$ cat src/emu_defs.svh
/*
  Constants for the encoder emulation and secondary position input block:
  mode codes, field positions, reset values and source and format codes.
  Assumes inclusion by the package and by the top module only.
*/
// Functional notes
// - Source 0 takes no secondary position input.
// - Source 1 emulation port, 2 opto port.
// - Format 0 A/B, 1 step/dir, 2 up/down.
// - Input resolution sets counts per external revolution.
// - Mode 0 input, 1 per-rev index, 2 absolute.
// - Mode 0 port is input using format select.
// - Output A/B in quadrature plus index.
// - Line count sets output counts per revolution.
// - Mode 1 index where fraction equals offset.
// - Fraction offset scale fixed, 65536 per revolution.
// - Mode 2 index at turns plus fraction.
// - Full offset shown read-only.
// - Direction setting reverses emulated counting.
// - Resolutions count every quadrature edge.
// - Resolution zero produces no input command.
`ifndef EMU_DEFS_SVH
`define EMU_DEFS_SVH

// ----------------------------------------------------------------------
// Field layout of the motor position word
// ----------------------------------------------------------------------
`define POS_W         32
`define FRAC_W        16
`define FRAC_MSB      15
`define TURN_MSB      31
`define TURN_LSB      16

// ----------------------------------------------------------------------
// Mode, source and format codes
// ----------------------------------------------------------------------
`define SRC_NONE      2'h0
`define SRC_EMU       2'h1
`define SRC_OPTO      2'h2
`define FMT_QUAD      2'h0
`define FMT_STEP_DIR  2'h1
`define FMT_UP_DOWN   2'h2
`define EMODE_INPUT   2'h0
`define EMODE_REV_IDX 2'h1
`define EMODE_ABS_IDX 2'h2

// ----------------------------------------------------------------------
// Reset values
// ----------------------------------------------------------------------
`define RST_COUNT     32'h0000_0000
`define RST_PINS      4'h0
`define RST_BIT       1'b0

`endif

$ cat src/emu_pkg.sv
/*
  Types for the encoder emulation block: mode enums and the state record.
  Assumes emu_defs.svh is on the include path.
*/
`include "emu_defs.svh"

package emu_pkg;

  // ----------------------------------------------------------------------
  // Selections
  // ----------------------------------------------------------------------
  typedef enum logic [1:0] {
    SRC_NONE = 2'b00,                  // No secondary input
    SRC_EMU  = 2'b01,                  // Emulation port
    SRC_OPTO = 2'b10,                  // Opto input port
    SRC_RSVD = 2'b11                   // Treated as none
  } source_e;

  typedef enum logic [1:0] {
    FMT_QUAD     = 2'b00,              // A/B quadrature
    FMT_STEP_DIR = 2'b01,              // Step and direction
    FMT_UP_DOWN  = 2'b10,              // Up and down lines
    FMT_RSVD     = 2'b11               // Counts nothing
  } format_e;

  typedef enum logic [1:0] {
    EMODE_INPUT   = 2'b00,             // Port is an input
    EMODE_REV_IDX = 2'b01,             // Output, index every revolution
    EMODE_ABS_IDX = 2'b10,             // Output, absolute index
    EMODE_RSVD    = 2'b11              // Treated as input
  } emu_mode_e;

  // ----------------------------------------------------------------------
  // Whole state of the top module
  // ----------------------------------------------------------------------
  typedef struct packed {
    logic [3:0]           sync1;       // First synchroniser stage
    logic [3:0]           sync2;       // Second synchroniser stage
    logic [1:0]           prev_ab;     // Selected A/B last cycle
    logic [`POS_W-1:0]    in_pos;      // Counts within external revolution
    logic [`POS_W-1:0]    in_turns;    // External revolutions
    logic [`POS_W-1:0]    out_count;   // Emulated count emitted so far
    logic                 prev_eq;     // Index match seen last cycle
    logic                 a_out;       // Emulated A
    logic                 b_out;       // Emulated B
    logic                 index_out;   // Emulated index
    logic                 oe;          // Port drives outputs
    logic [`POS_W-1:0]    full_offset; // Read-only full offset
  } state_s;

endpackage : emu_pkg

$ cat src/encoder_emulation_and_aux_input.sv
/*
  Encoder emulation output and secondary position input of a servo drive.
  Assumes MOTOR_POS comes from logic on CLK (no synchroniser) with 16 bits
  of turns over 16 bits of fraction; port pins are asynchronous.
*/
`timescale 1ns/10ps
`include "emu_defs.svh"

module encoder_emulation_and_aux_input (
  input  wire logic                CLK,                   // 20 MHz clock
  input  wire logic                RESET,                 // Sync reset, high
  input  wire logic [31:0]         MOTOR_POS,             // Primary position
  input  wire emu_pkg::source_e    SOURCE_SELECT,         // Secondary source
  input  wire emu_pkg::format_e    INPUT_FORMAT_SELECT,   // Input decoding
  input  wire logic [31:0]         INPUT_RESOLUTION,      // Counts per rev
  input  wire emu_pkg::emu_mode_e  EMULATION_MODE_SELECT, // Port function
  input  wire logic [15:0]         EMULATION_LINE_COUNT,  // Out counts/rev
  input  wire logic [15:0]         INDEX_FRACTION_OFFSET, // 65536 per rev
  input  wire logic [15:0]         INDEX_TURN_OFFSET,     // Whole revs
  input  wire logic                EMULATION_DIRECTION,   // 1 reverses
  input  wire logic                EMU_A_IN,              // Port A pin in
  input  wire logic                EMU_B_IN,              // Port B pin in
  input  wire logic                OPTO_A_IN,             // Opto A pin
  input  wire logic                OPTO_B_IN,             // Opto B pin
  output logic                     EMU_A_OUT,             // Emulated A
  output logic                     EMU_B_OUT,             // Emulated B
  output logic                     EMU_INDEX_OUT,         // Emulated index
  output logic                     EMU_OE,                // Port driving
  output logic [31:0]              FULL_OFFSET,           // Read-only
  output logic [31:0]              SECONDARY_POS,         // Pos in rev
  output logic [31:0]              SECONDARY_TURNS        // Ext revolutions
);
  import emu_pkg::*;

  // ----------------------------------------------------------------------
  // Helpers
  // ----------------------------------------------------------------------

  // Gray A/B pair to binary phase 0..3
  function automatic logic [1:0] phase_of(input logic [1:0] ab);
    phase_of = {ab[1], ab[1] ^ ab[0]};
  endfunction : phase_of

  // Binary phase back to the A/B pair
  function automatic logic [1:0] ab_of(input logic [1:0] ph);
    ab_of = {ph[1], ph[1] ^ ph[0]};
  endfunction : ab_of

  state_s state;                        // Registered state
  state_s next_state;                   // Next state

  logic [1:0]        sel_ab;            // Selected synchronised A/B
  logic              in_enable;         // Input path live
  logic              step_up;           // One count forward
  logic              step_down;         // One count backward
  logic [1:0]        ph_diff;           // Phase change of quad input
  logic [31:0]       turn_scaled;       // Turns times line count
  logic [31:0]       frac_scaled;       // Fraction times line count
  logic [31:0]       target;            // Wanted emulated count
  logic [31:0]       gap;               // Target minus emitted
  logic [31:0]       sent;              // Count as seen outside
  logic [31:0]       full_pos;          // Index compare value
  logic              idx_eq;            // Index position reached
  logic              out_mode;          // Emulation output enabled

  // ----------------------------------------------------------------------
  // Input selection and decoding
  // ----------------------------------------------------------------------

  // Pick the source and decide whether counting is allowed
  always_comb begin
    unique case (SOURCE_SELECT)
      SRC_EMU:  sel_ab = state.sync2[1:0];
      SRC_OPTO: sel_ab = state.sync2[3:2];
      // No source: park at the idle level so a new source shows no false edge
      default:  sel_ab = 2'h0;
    endcase
    // source zero idle, port input only in modes 0 and 3, zero resolution
    in_enable = (SOURCE_SELECT == SRC_OPTO)
             || (SOURCE_SELECT == SRC_EMU && !out_mode);
    if (INPUT_RESOLUTION == `RST_COUNT) begin
      in_enable = 1'b0;
    end
  end

  // Turn edges into counts; source is trusted to keep dir stable at a step
  always_comb begin
    ph_diff   = phase_of(sel_ab) - phase_of(state.prev_ab);
    step_up   = 1'b0;
    step_down = 1'b0;
    unique case (INPUT_FORMAT_SELECT)
      FMT_QUAD: begin
        step_up   = (ph_diff == 2'h1);
        step_down = (ph_diff == 2'h3);
      end
      FMT_STEP_DIR: begin
        // direction level sampled at the step edge
        step_up   = sel_ab[1] && !state.prev_ab[1] && !sel_ab[0];
        step_down = sel_ab[1] && !state.prev_ab[1] && sel_ab[0];
      end
      FMT_UP_DOWN: begin
        step_up   = sel_ab[1] && !state.prev_ab[1];
        step_down = sel_ab[0] && !state.prev_ab[0];
        // Both lines at once cancel out
        if (step_up && step_down) begin
          step_up   = 1'b0;
          step_down = 1'b0;
        end
      end
      default: begin
        step_up   = 1'b0;
        step_down = 1'b0;
      end
    endcase
  end

  // ----------------------------------------------------------------------
  // Emulation arithmetic
  // ----------------------------------------------------------------------

  // Target count and index compare from the motor position
  always_comb begin
    out_mode = (EMULATION_MODE_SELECT == EMODE_REV_IDX)
            || (EMULATION_MODE_SELECT == EMODE_ABS_IDX);
    // scale a revolution to the line count
    turn_scaled = 32'(MOTOR_POS[`TURN_MSB:`TURN_LSB] * EMULATION_LINE_COUNT);
    frac_scaled = 32'(MOTOR_POS[`FRAC_MSB:0] * EMULATION_LINE_COUNT);
    target      = turn_scaled + {16'h0000, frac_scaled[31:16]};
    gap         = target - state.out_count;
    // reversed direction counts the other way
    // Flipping it while driving jumps the phase; change it with output off
    sent        = EMULATION_DIRECTION ? (32'h0000_0000 - state.out_count)
                                      : state.out_count;
    // absolute compare, fraction on 65536 scale
    full_pos    = {INDEX_TURN_OFFSET, INDEX_FRACTION_OFFSET};
    unique case (EMULATION_MODE_SELECT)
      EMODE_REV_IDX: idx_eq = (MOTOR_POS[`FRAC_MSB:0] == INDEX_FRACTION_OFFSET);
      EMODE_ABS_IDX: idx_eq = (MOTOR_POS == full_pos);
      default:       idx_eq = 1'b0;
    endcase
  end

  // ----------------------------------------------------------------------
  // Next state
  // ----------------------------------------------------------------------

  // All state updates in one place
  always_comb begin
    next_state         = state;
    // Two flops on each pin; only the second stage is read by logic
    // A above B in each pair, as sel_ab and the decoders expect
    next_state.sync1   = {OPTO_A_IN, OPTO_B_IN, EMU_A_IN, EMU_B_IN};
    next_state.sync2   = state.sync1;
    next_state.prev_ab = sel_ab;

    if (in_enable && step_up) begin
      if (state.in_pos >= INPUT_RESOLUTION - 32'h0000_0001) begin
        next_state.in_pos   = `RST_COUNT;
        next_state.in_turns = state.in_turns + 32'h0000_0001;
      end else begin
        next_state.in_pos   = state.in_pos + 32'h0000_0001;
      end
    end else if (in_enable && step_down) begin
      if (state.in_pos == `RST_COUNT) begin
        next_state.in_pos   = INPUT_RESOLUTION - 32'h0000_0001;
        next_state.in_turns = state.in_turns - 32'h0000_0001;
      end else begin
        next_state.in_pos   = state.in_pos - 32'h0000_0001;
      end
    end

    // one step per cycle keeps A/B a clean gray sequence
    if (!out_mode) begin
      // Follow silently so enabling output does not burst
      next_state.out_count = target;
    end else if (gap[31]) begin
      next_state.out_count = state.out_count - 32'h0000_0001;
    end else if (gap != 32'h0000_0000) begin
      next_state.out_count = state.out_count + 32'h0000_0001;
    end

    // mode sets direction of the port
    next_state.oe = out_mode;
    if (out_mode) begin
      {next_state.a_out, next_state.b_out} = ab_of(sent[1:0]);
    end else begin
      next_state.a_out = 1'b0;
      next_state.b_out = 1'b0;
    end

    // one pulse on arrival at the index point
    next_state.prev_eq   = idx_eq;
    next_state.index_out = idx_eq && !state.prev_eq;

    // read-only sum of turns and fraction
    next_state.full_offset = full_pos;
  end

  // ----------------------------------------------------------------------
  // State register
  // ----------------------------------------------------------------------

  // Synchronous reset to constants
  always_ff @(posedge CLK) begin
    if (RESET) begin
      state <= '0;
    end else begin
      state <= next_state;
    end
  end

  // Outputs straight from flops
  assign EMU_A_OUT       = state.a_out;
  assign EMU_B_OUT       = state.b_out;
  assign EMU_INDEX_OUT   = state.index_out;
  assign EMU_OE          = state.oe;
  assign FULL_OFFSET     = state.full_offset;
  assign SECONDARY_POS   = state.in_pos;
  assign SECONDARY_TURNS = state.in_turns;
endmodule : encoder_emulation_and_aux_input

$ cat config.mk
export PLATFORM = sky130hd
export DESIGN_NAME = encoder_emulation_and_aux_input
export DESIGN_NICKNAME = d
export VERILOG_FILES = /design/src/emu_pkg.sv /design/src/encoder_emulation_and_aux_input.sv
export VERILOG_INCLUDE_DIRS = /design/src
export SDC_FILE = /design/constraint.sdc
export NUM_CORES = 2
export LEC_CHECK = 0
export ABC_AREA = 1
export CAP_MARGIN = 40
export CORE_MARGIN = 2
export CORE_UTILIZATION = 65
export DETAILED_ROUTE_END_ITERATION = 16
export DONT_BUFFER_PORTS = 1
export PLACE_DENSITY = 0.84
export SLEW_MARGIN = 0
export SYNTH_ARGS = -nofsm -noshare
export SYNTH_HDL_FRONTEND = slang
export SYNTH_SLANG_ARGS = --single-unit
$ cat constraint.sdc
create_clock -name CLK -period 14.6 [get_ports CLK]
set_input_delay 0.73 -clock CLK [delete_from_list [all_inputs] [get_ports CLK]]
set_output_delay 0.73 -clock CLK [all_outputs]
set_load 0.005 [all_outputs]
==> impl_summary.md <==
Layout
Once layout is complete, the utilization of the core stands at 0.661. After the flow finishes, the layout carries non-filler instances totaling 5278. The fraction of final layout cells with drive strength greater than 1 is 0.0250. The diode insertion count for antenna repair is 0. Compared with the post-synthesis result, the final layout area differs by 0.374%.

The post-layout net count is 5466.

Synthesis
Ranked by instance count, the synthesized netlist is headed by sky130_fd_sc_hd__nand2_1 (1187), sky130_fd_sc_hd__inv_1 (1017), sky130_fd_sc_hd__fa_1 (406). The number of synthesized flops with an enable pin is 0. By area the synthesized netlist is led by sky130_fd_sc_hd__fa_1 (25%), sky130_fd_sc_hd__nand2_1 (13%), sky130_fd_sc_hd__ha_1 (13%).

Of the synthesized area, sequential elements account for 0.0864. Averaged over all synthesized cells, the footprint is 6.86 sq um. The most used flip-flop cell after synthesis is sky130_fd_sc_hd__dfxtp_1. The synthesized flop and latch total is 143. The share of flip-flops with an asynchronous set or reset is 0. The count of yosys warnings during synthesis is 0. The instance count of the mapped netlist is a little under 5000. The synthesized netlist contains 62 unique library cells.

The dominant cell type by area after synthesis is sky130_fd_sc_hd__fa_1. The most frequent cell after synthesis is sky130_fd_sc_hd__nand2_1. The synthesized netlist occupies a cell area of approximately 33000 sq um. The fraction of synthesized cell area taken by the top area cell type is 0.245.

The number of nets handed over by synthesis was 5705.

Clock network
In this run the clock root is driven by a sky130_fd_sc_hd__clkbuf_16. TritonCTS built the clock tree. The source-to-sink clock delay at the later pin of the worst-skew pair is 0.46 ns. The clock input transition at the sequential cells of the worst setup and hold paths is 0.07 ns. The number of buffers added to fix hold violations after cts is 0. The clock net in this run drives a total of 143 sinks.

The H-tree depth is 4. The deepest clock path buffer count is 2. The number of CTS-inserted buffers is 17.

Hold path
The path class of the tightest hold or removal check is in2reg. The hold path depth is 1.

Route
The remaining antenna violation count after routing is 0. Dividing the detail-routed wire length by the instance count gives 17.4 um. The number of remaining DRC errors is 0. The iteration-0 DRC count of the detailed router is 2569. The length of the first detailed-routing pass in iterations is 6. The number of vias after detailed routing is 30172. After detailed routing, the total wire length is slightly above 90 mm.

After detailed routing, the number of vias per cell comes to 5.72.

Timing
The headroom to the max-slew limit is 0.423. The setup TNS after final layout is 0 ns. The share of the clock period used by the worst path after layout is 0.924. The count of final hold-check violations is 0.

The actual slew at the worst max-slew pin is between 0.8 and 0.9 ns. Setup repair after global routing left no endpoint under its margin. The final setup skew is 0.0143 ns. The number of max-slew violations in the final report was 0. Setup violations remaining at the end of the flow were counted as 0. The maximum achievable frequency is 74.1 MHz. The clock period could shrink to 13.49 ns.

Critical path
The arrival time of the worst setup path is 13.89 ns. The path length in cells of the critical path is 65. The largest single stage delay on the critical path is 0.57 ns. The number of buffers and inverters on the critical path is 13.

The startpoint type of the worst setup path is a primary input. For the worst flop-to-flop path, the logic depth is 23. The highest-delay cell along the critical path is sky130_fd_sc_hd__fa_1. The type of the setup path with the least slack is in2reg. Along the worst path, the maximum fanout reaches 32. The required time at the worst-slack endpoint is 15.00 ns. The most prevalent standard cell on the critical path is sky130_fd_sc_hd__inv_1. The kind of cell with the highest combined delay along the critical path is adder cells.

The critical path endpoint category is a flip-flop.

Floorplanning
For this design the top-level I/O count stands at 225. In this run the standard cell core region covers 50300 sq um. The floorplan step defined a die boundary enclosing ~53000 sq um. The chip width is about 230 um. The number of core rows is 82.

For this configuration, the core starts out at a cell density of 0.659. The floorplan step set the die height to 230 um.

Placement
The count of buffers added on input and output ports is 0. The total instance count after detailed placement is 5246. Detailed placement ended at an HPWL of slightly above 70 mm. The last weighted congestion value of the routability-driven placer is 0.988.

Flow run
The number of max-cap violations is 0.

Global route
The via count of the first global-routing pass is 29849. The first-pass GRT wire length is 149 mm. The number of antenna violations at the first check in global routing is 1. The total congestion overflow after global routing is 0. For this run, the total global-route usage over all layers was measured as 0.348.

Entering global routing, the biggest net connects 76 pins.

Run status
The run finished with clean final reports.
## kinds of logic after synthesis
group | count (synthesis) | share of synthesized area
adders and majority gates | 748 | 0.375
muxes | 2 | 0.000604
buffers and inverters | 1300 | 0.160
xor gates and xnor gates | 170 | 0.0449
and+or+nand+nor | 1913 | 0.239
AOI/OAI and AO/OA | 556 | 0.0953
DFF | 143 | 0.0864
## cell type report
| class | count | area, sq um |
|---|---|---|
| fill | 4429 | 17000 |
| timing repair buffer | 8 | 83.8 |
| clock inverter | 13 | 121 |
| sequential | 143 | 2860 |
| tap | 672 | 841 |
| inverter | 1034 | 3880 |
| multi-input combinational | 3389 | 25000 |
| clock buffer | 19 | 453 |
## stage by stage
stage                     hold slack, ns  area [sq um]  worst slack, ns
after global routing               0.326         33200            0.112
final                              0.339         33200             1.11
after detailed placement           0.392         32700            0.501
after floorplan                    0.375         33100             1.39
after CTS                          0.328         33200            0.891
after global placement             0.395         32600            0.636
## worst reg2reg max path, stage by stage (launching register included)
cell and delay (ns):
sky130_fd_sc_hd__dfxtp_1 0.31, sky130_fd_sc_hd__inv_1 0.03, sky130_fd_sc_hd__o22ai_1 0.18, sky130_fd_sc_hd__nand2_1 0.16, sky130_fd_sc_hd__xnor2_1 0.18, sky130_fd_sc_hd__ha_1 0.19, sky130_fd_sc_hd__xor2_1 0.21, sky130_fd_sc_hd__nand2_1 0.07
sky130_fd_sc_hd__nand3_1 0.08, sky130_fd_sc_hd__inv_1 0.05, sky130_fd_sc_hd__nor2_2 0.42, sky130_fd_sc_hd__inv_2 0.41, sky130_fd_sc_hd__buf_4 0.39, sky130_fd_sc_hd__ha_1 0.42, sky130_fd_sc_hd__nand3_1 0.09, sky130_fd_sc_hd__nand2_1 0.11
sky130_fd_sc_hd__a21oi_1 0.13, sky130_fd_sc_hd__o21ai_0 0.48, sky130_fd_sc_hd__a31oi_1 0.24, sky130_fd_sc_hd__o21ai_0 0.45, sky130_fd_sc_hd__a21oi_1 0.17, sky130_fd_sc_hd__xnor2_1 0.16, sky130_fd_sc_hd__nand2_1 0.06, sky130_fd_sc_hd__a21oi_1 0.13
## what timing repair did
action	in CTS	in global routing
gates resized for setup	0	4
endpoints found under the setup margin	0	1
buffers inserted	0	0
## cell usage in the layout, fill, tap and decap left out, types with 13 or more instances in the layout
| cell | count |
|---|---|
| sky130_fd_sc_hd__inv_2 | 17 |
| sky130_fd_sc_hd__xor2_1 | 101 |
| sky130_fd_sc_hd__ha_1 | 342 |
| sky130_fd_sc_hd__o21ai_0 | 168 |
| sky130_fd_sc_hd__a21oi_1 | 219 |
| sky130_fd_sc_hd__nor3_1 | 53 |
| sky130_fd_sc_hd__nand3_1 | 149 |
| sky130_fd_sc_hd__or2_2 | 16 |
| sky130_fd_sc_hd__a31oi_1 | 47 |
| sky130_fd_sc_hd__dfxtp_1 | 143 |
| sky130_fd_sc_hd__nor2_2 | 13 |
| sky130_fd_sc_hd__fa_1 | 406 |
| sky130_fd_sc_hd__nor4_1 | 20 |
| sky130_fd_sc_hd__o211ai_1 | 22 |
| sky130_fd_sc_hd__nor2_1 | 370 |
| sky130_fd_sc_hd__xnor2_1 | 69 |
| sky130_fd_sc_hd__nand4_1 | 63 |
| sky130_fd_sc_hd__nand2_1 | 1186 |
| sky130_fd_sc_hd__clkbuf_16 | 17 |
| sky130_fd_sc_hd__inv_1 | 1015 |
| sky130_fd_sc_hd__a21o_1 | 19 |
## per-layer routing
metal	up-vias	global-route usage	share of wire
met2	1501	0.580	0.47
met1	14151	0.452	0.40
met3	255	0.0603	0.090
li1	14265	-	-
met5	-	0	0
met4	0	0.138	0.040
## sequential cells by signal, summed over array words and instances (netlist names)
register,cells
state,39
next_state,4
EMU_B_OUT,1
SECONDARY_POS,32
EMU_A_OUT,1
EMU_OE,1
EMU_INDEX_OUT,1
SECONDARY_TURNS,32
FULL_OFFSET,32
## worst paths after layout
| check | start | slack [ns] | to |
|---|---|---|---|
| max reg2reg | state[135] | 9.43 | SECONDARY_TURNS[18] |
| min reg2reg | state[36] | 0.40 | EMU_INDEX_OUT |
| max | EMULATION_LINE_COUNT[4] | 1.11 | state[57] |
| min | RESET | 0.34 | FULL_OFFSET[3] |
Power is not shown: default switching activity piles up to over one toggle a cycle in this logic, so the estimate is an artifact.
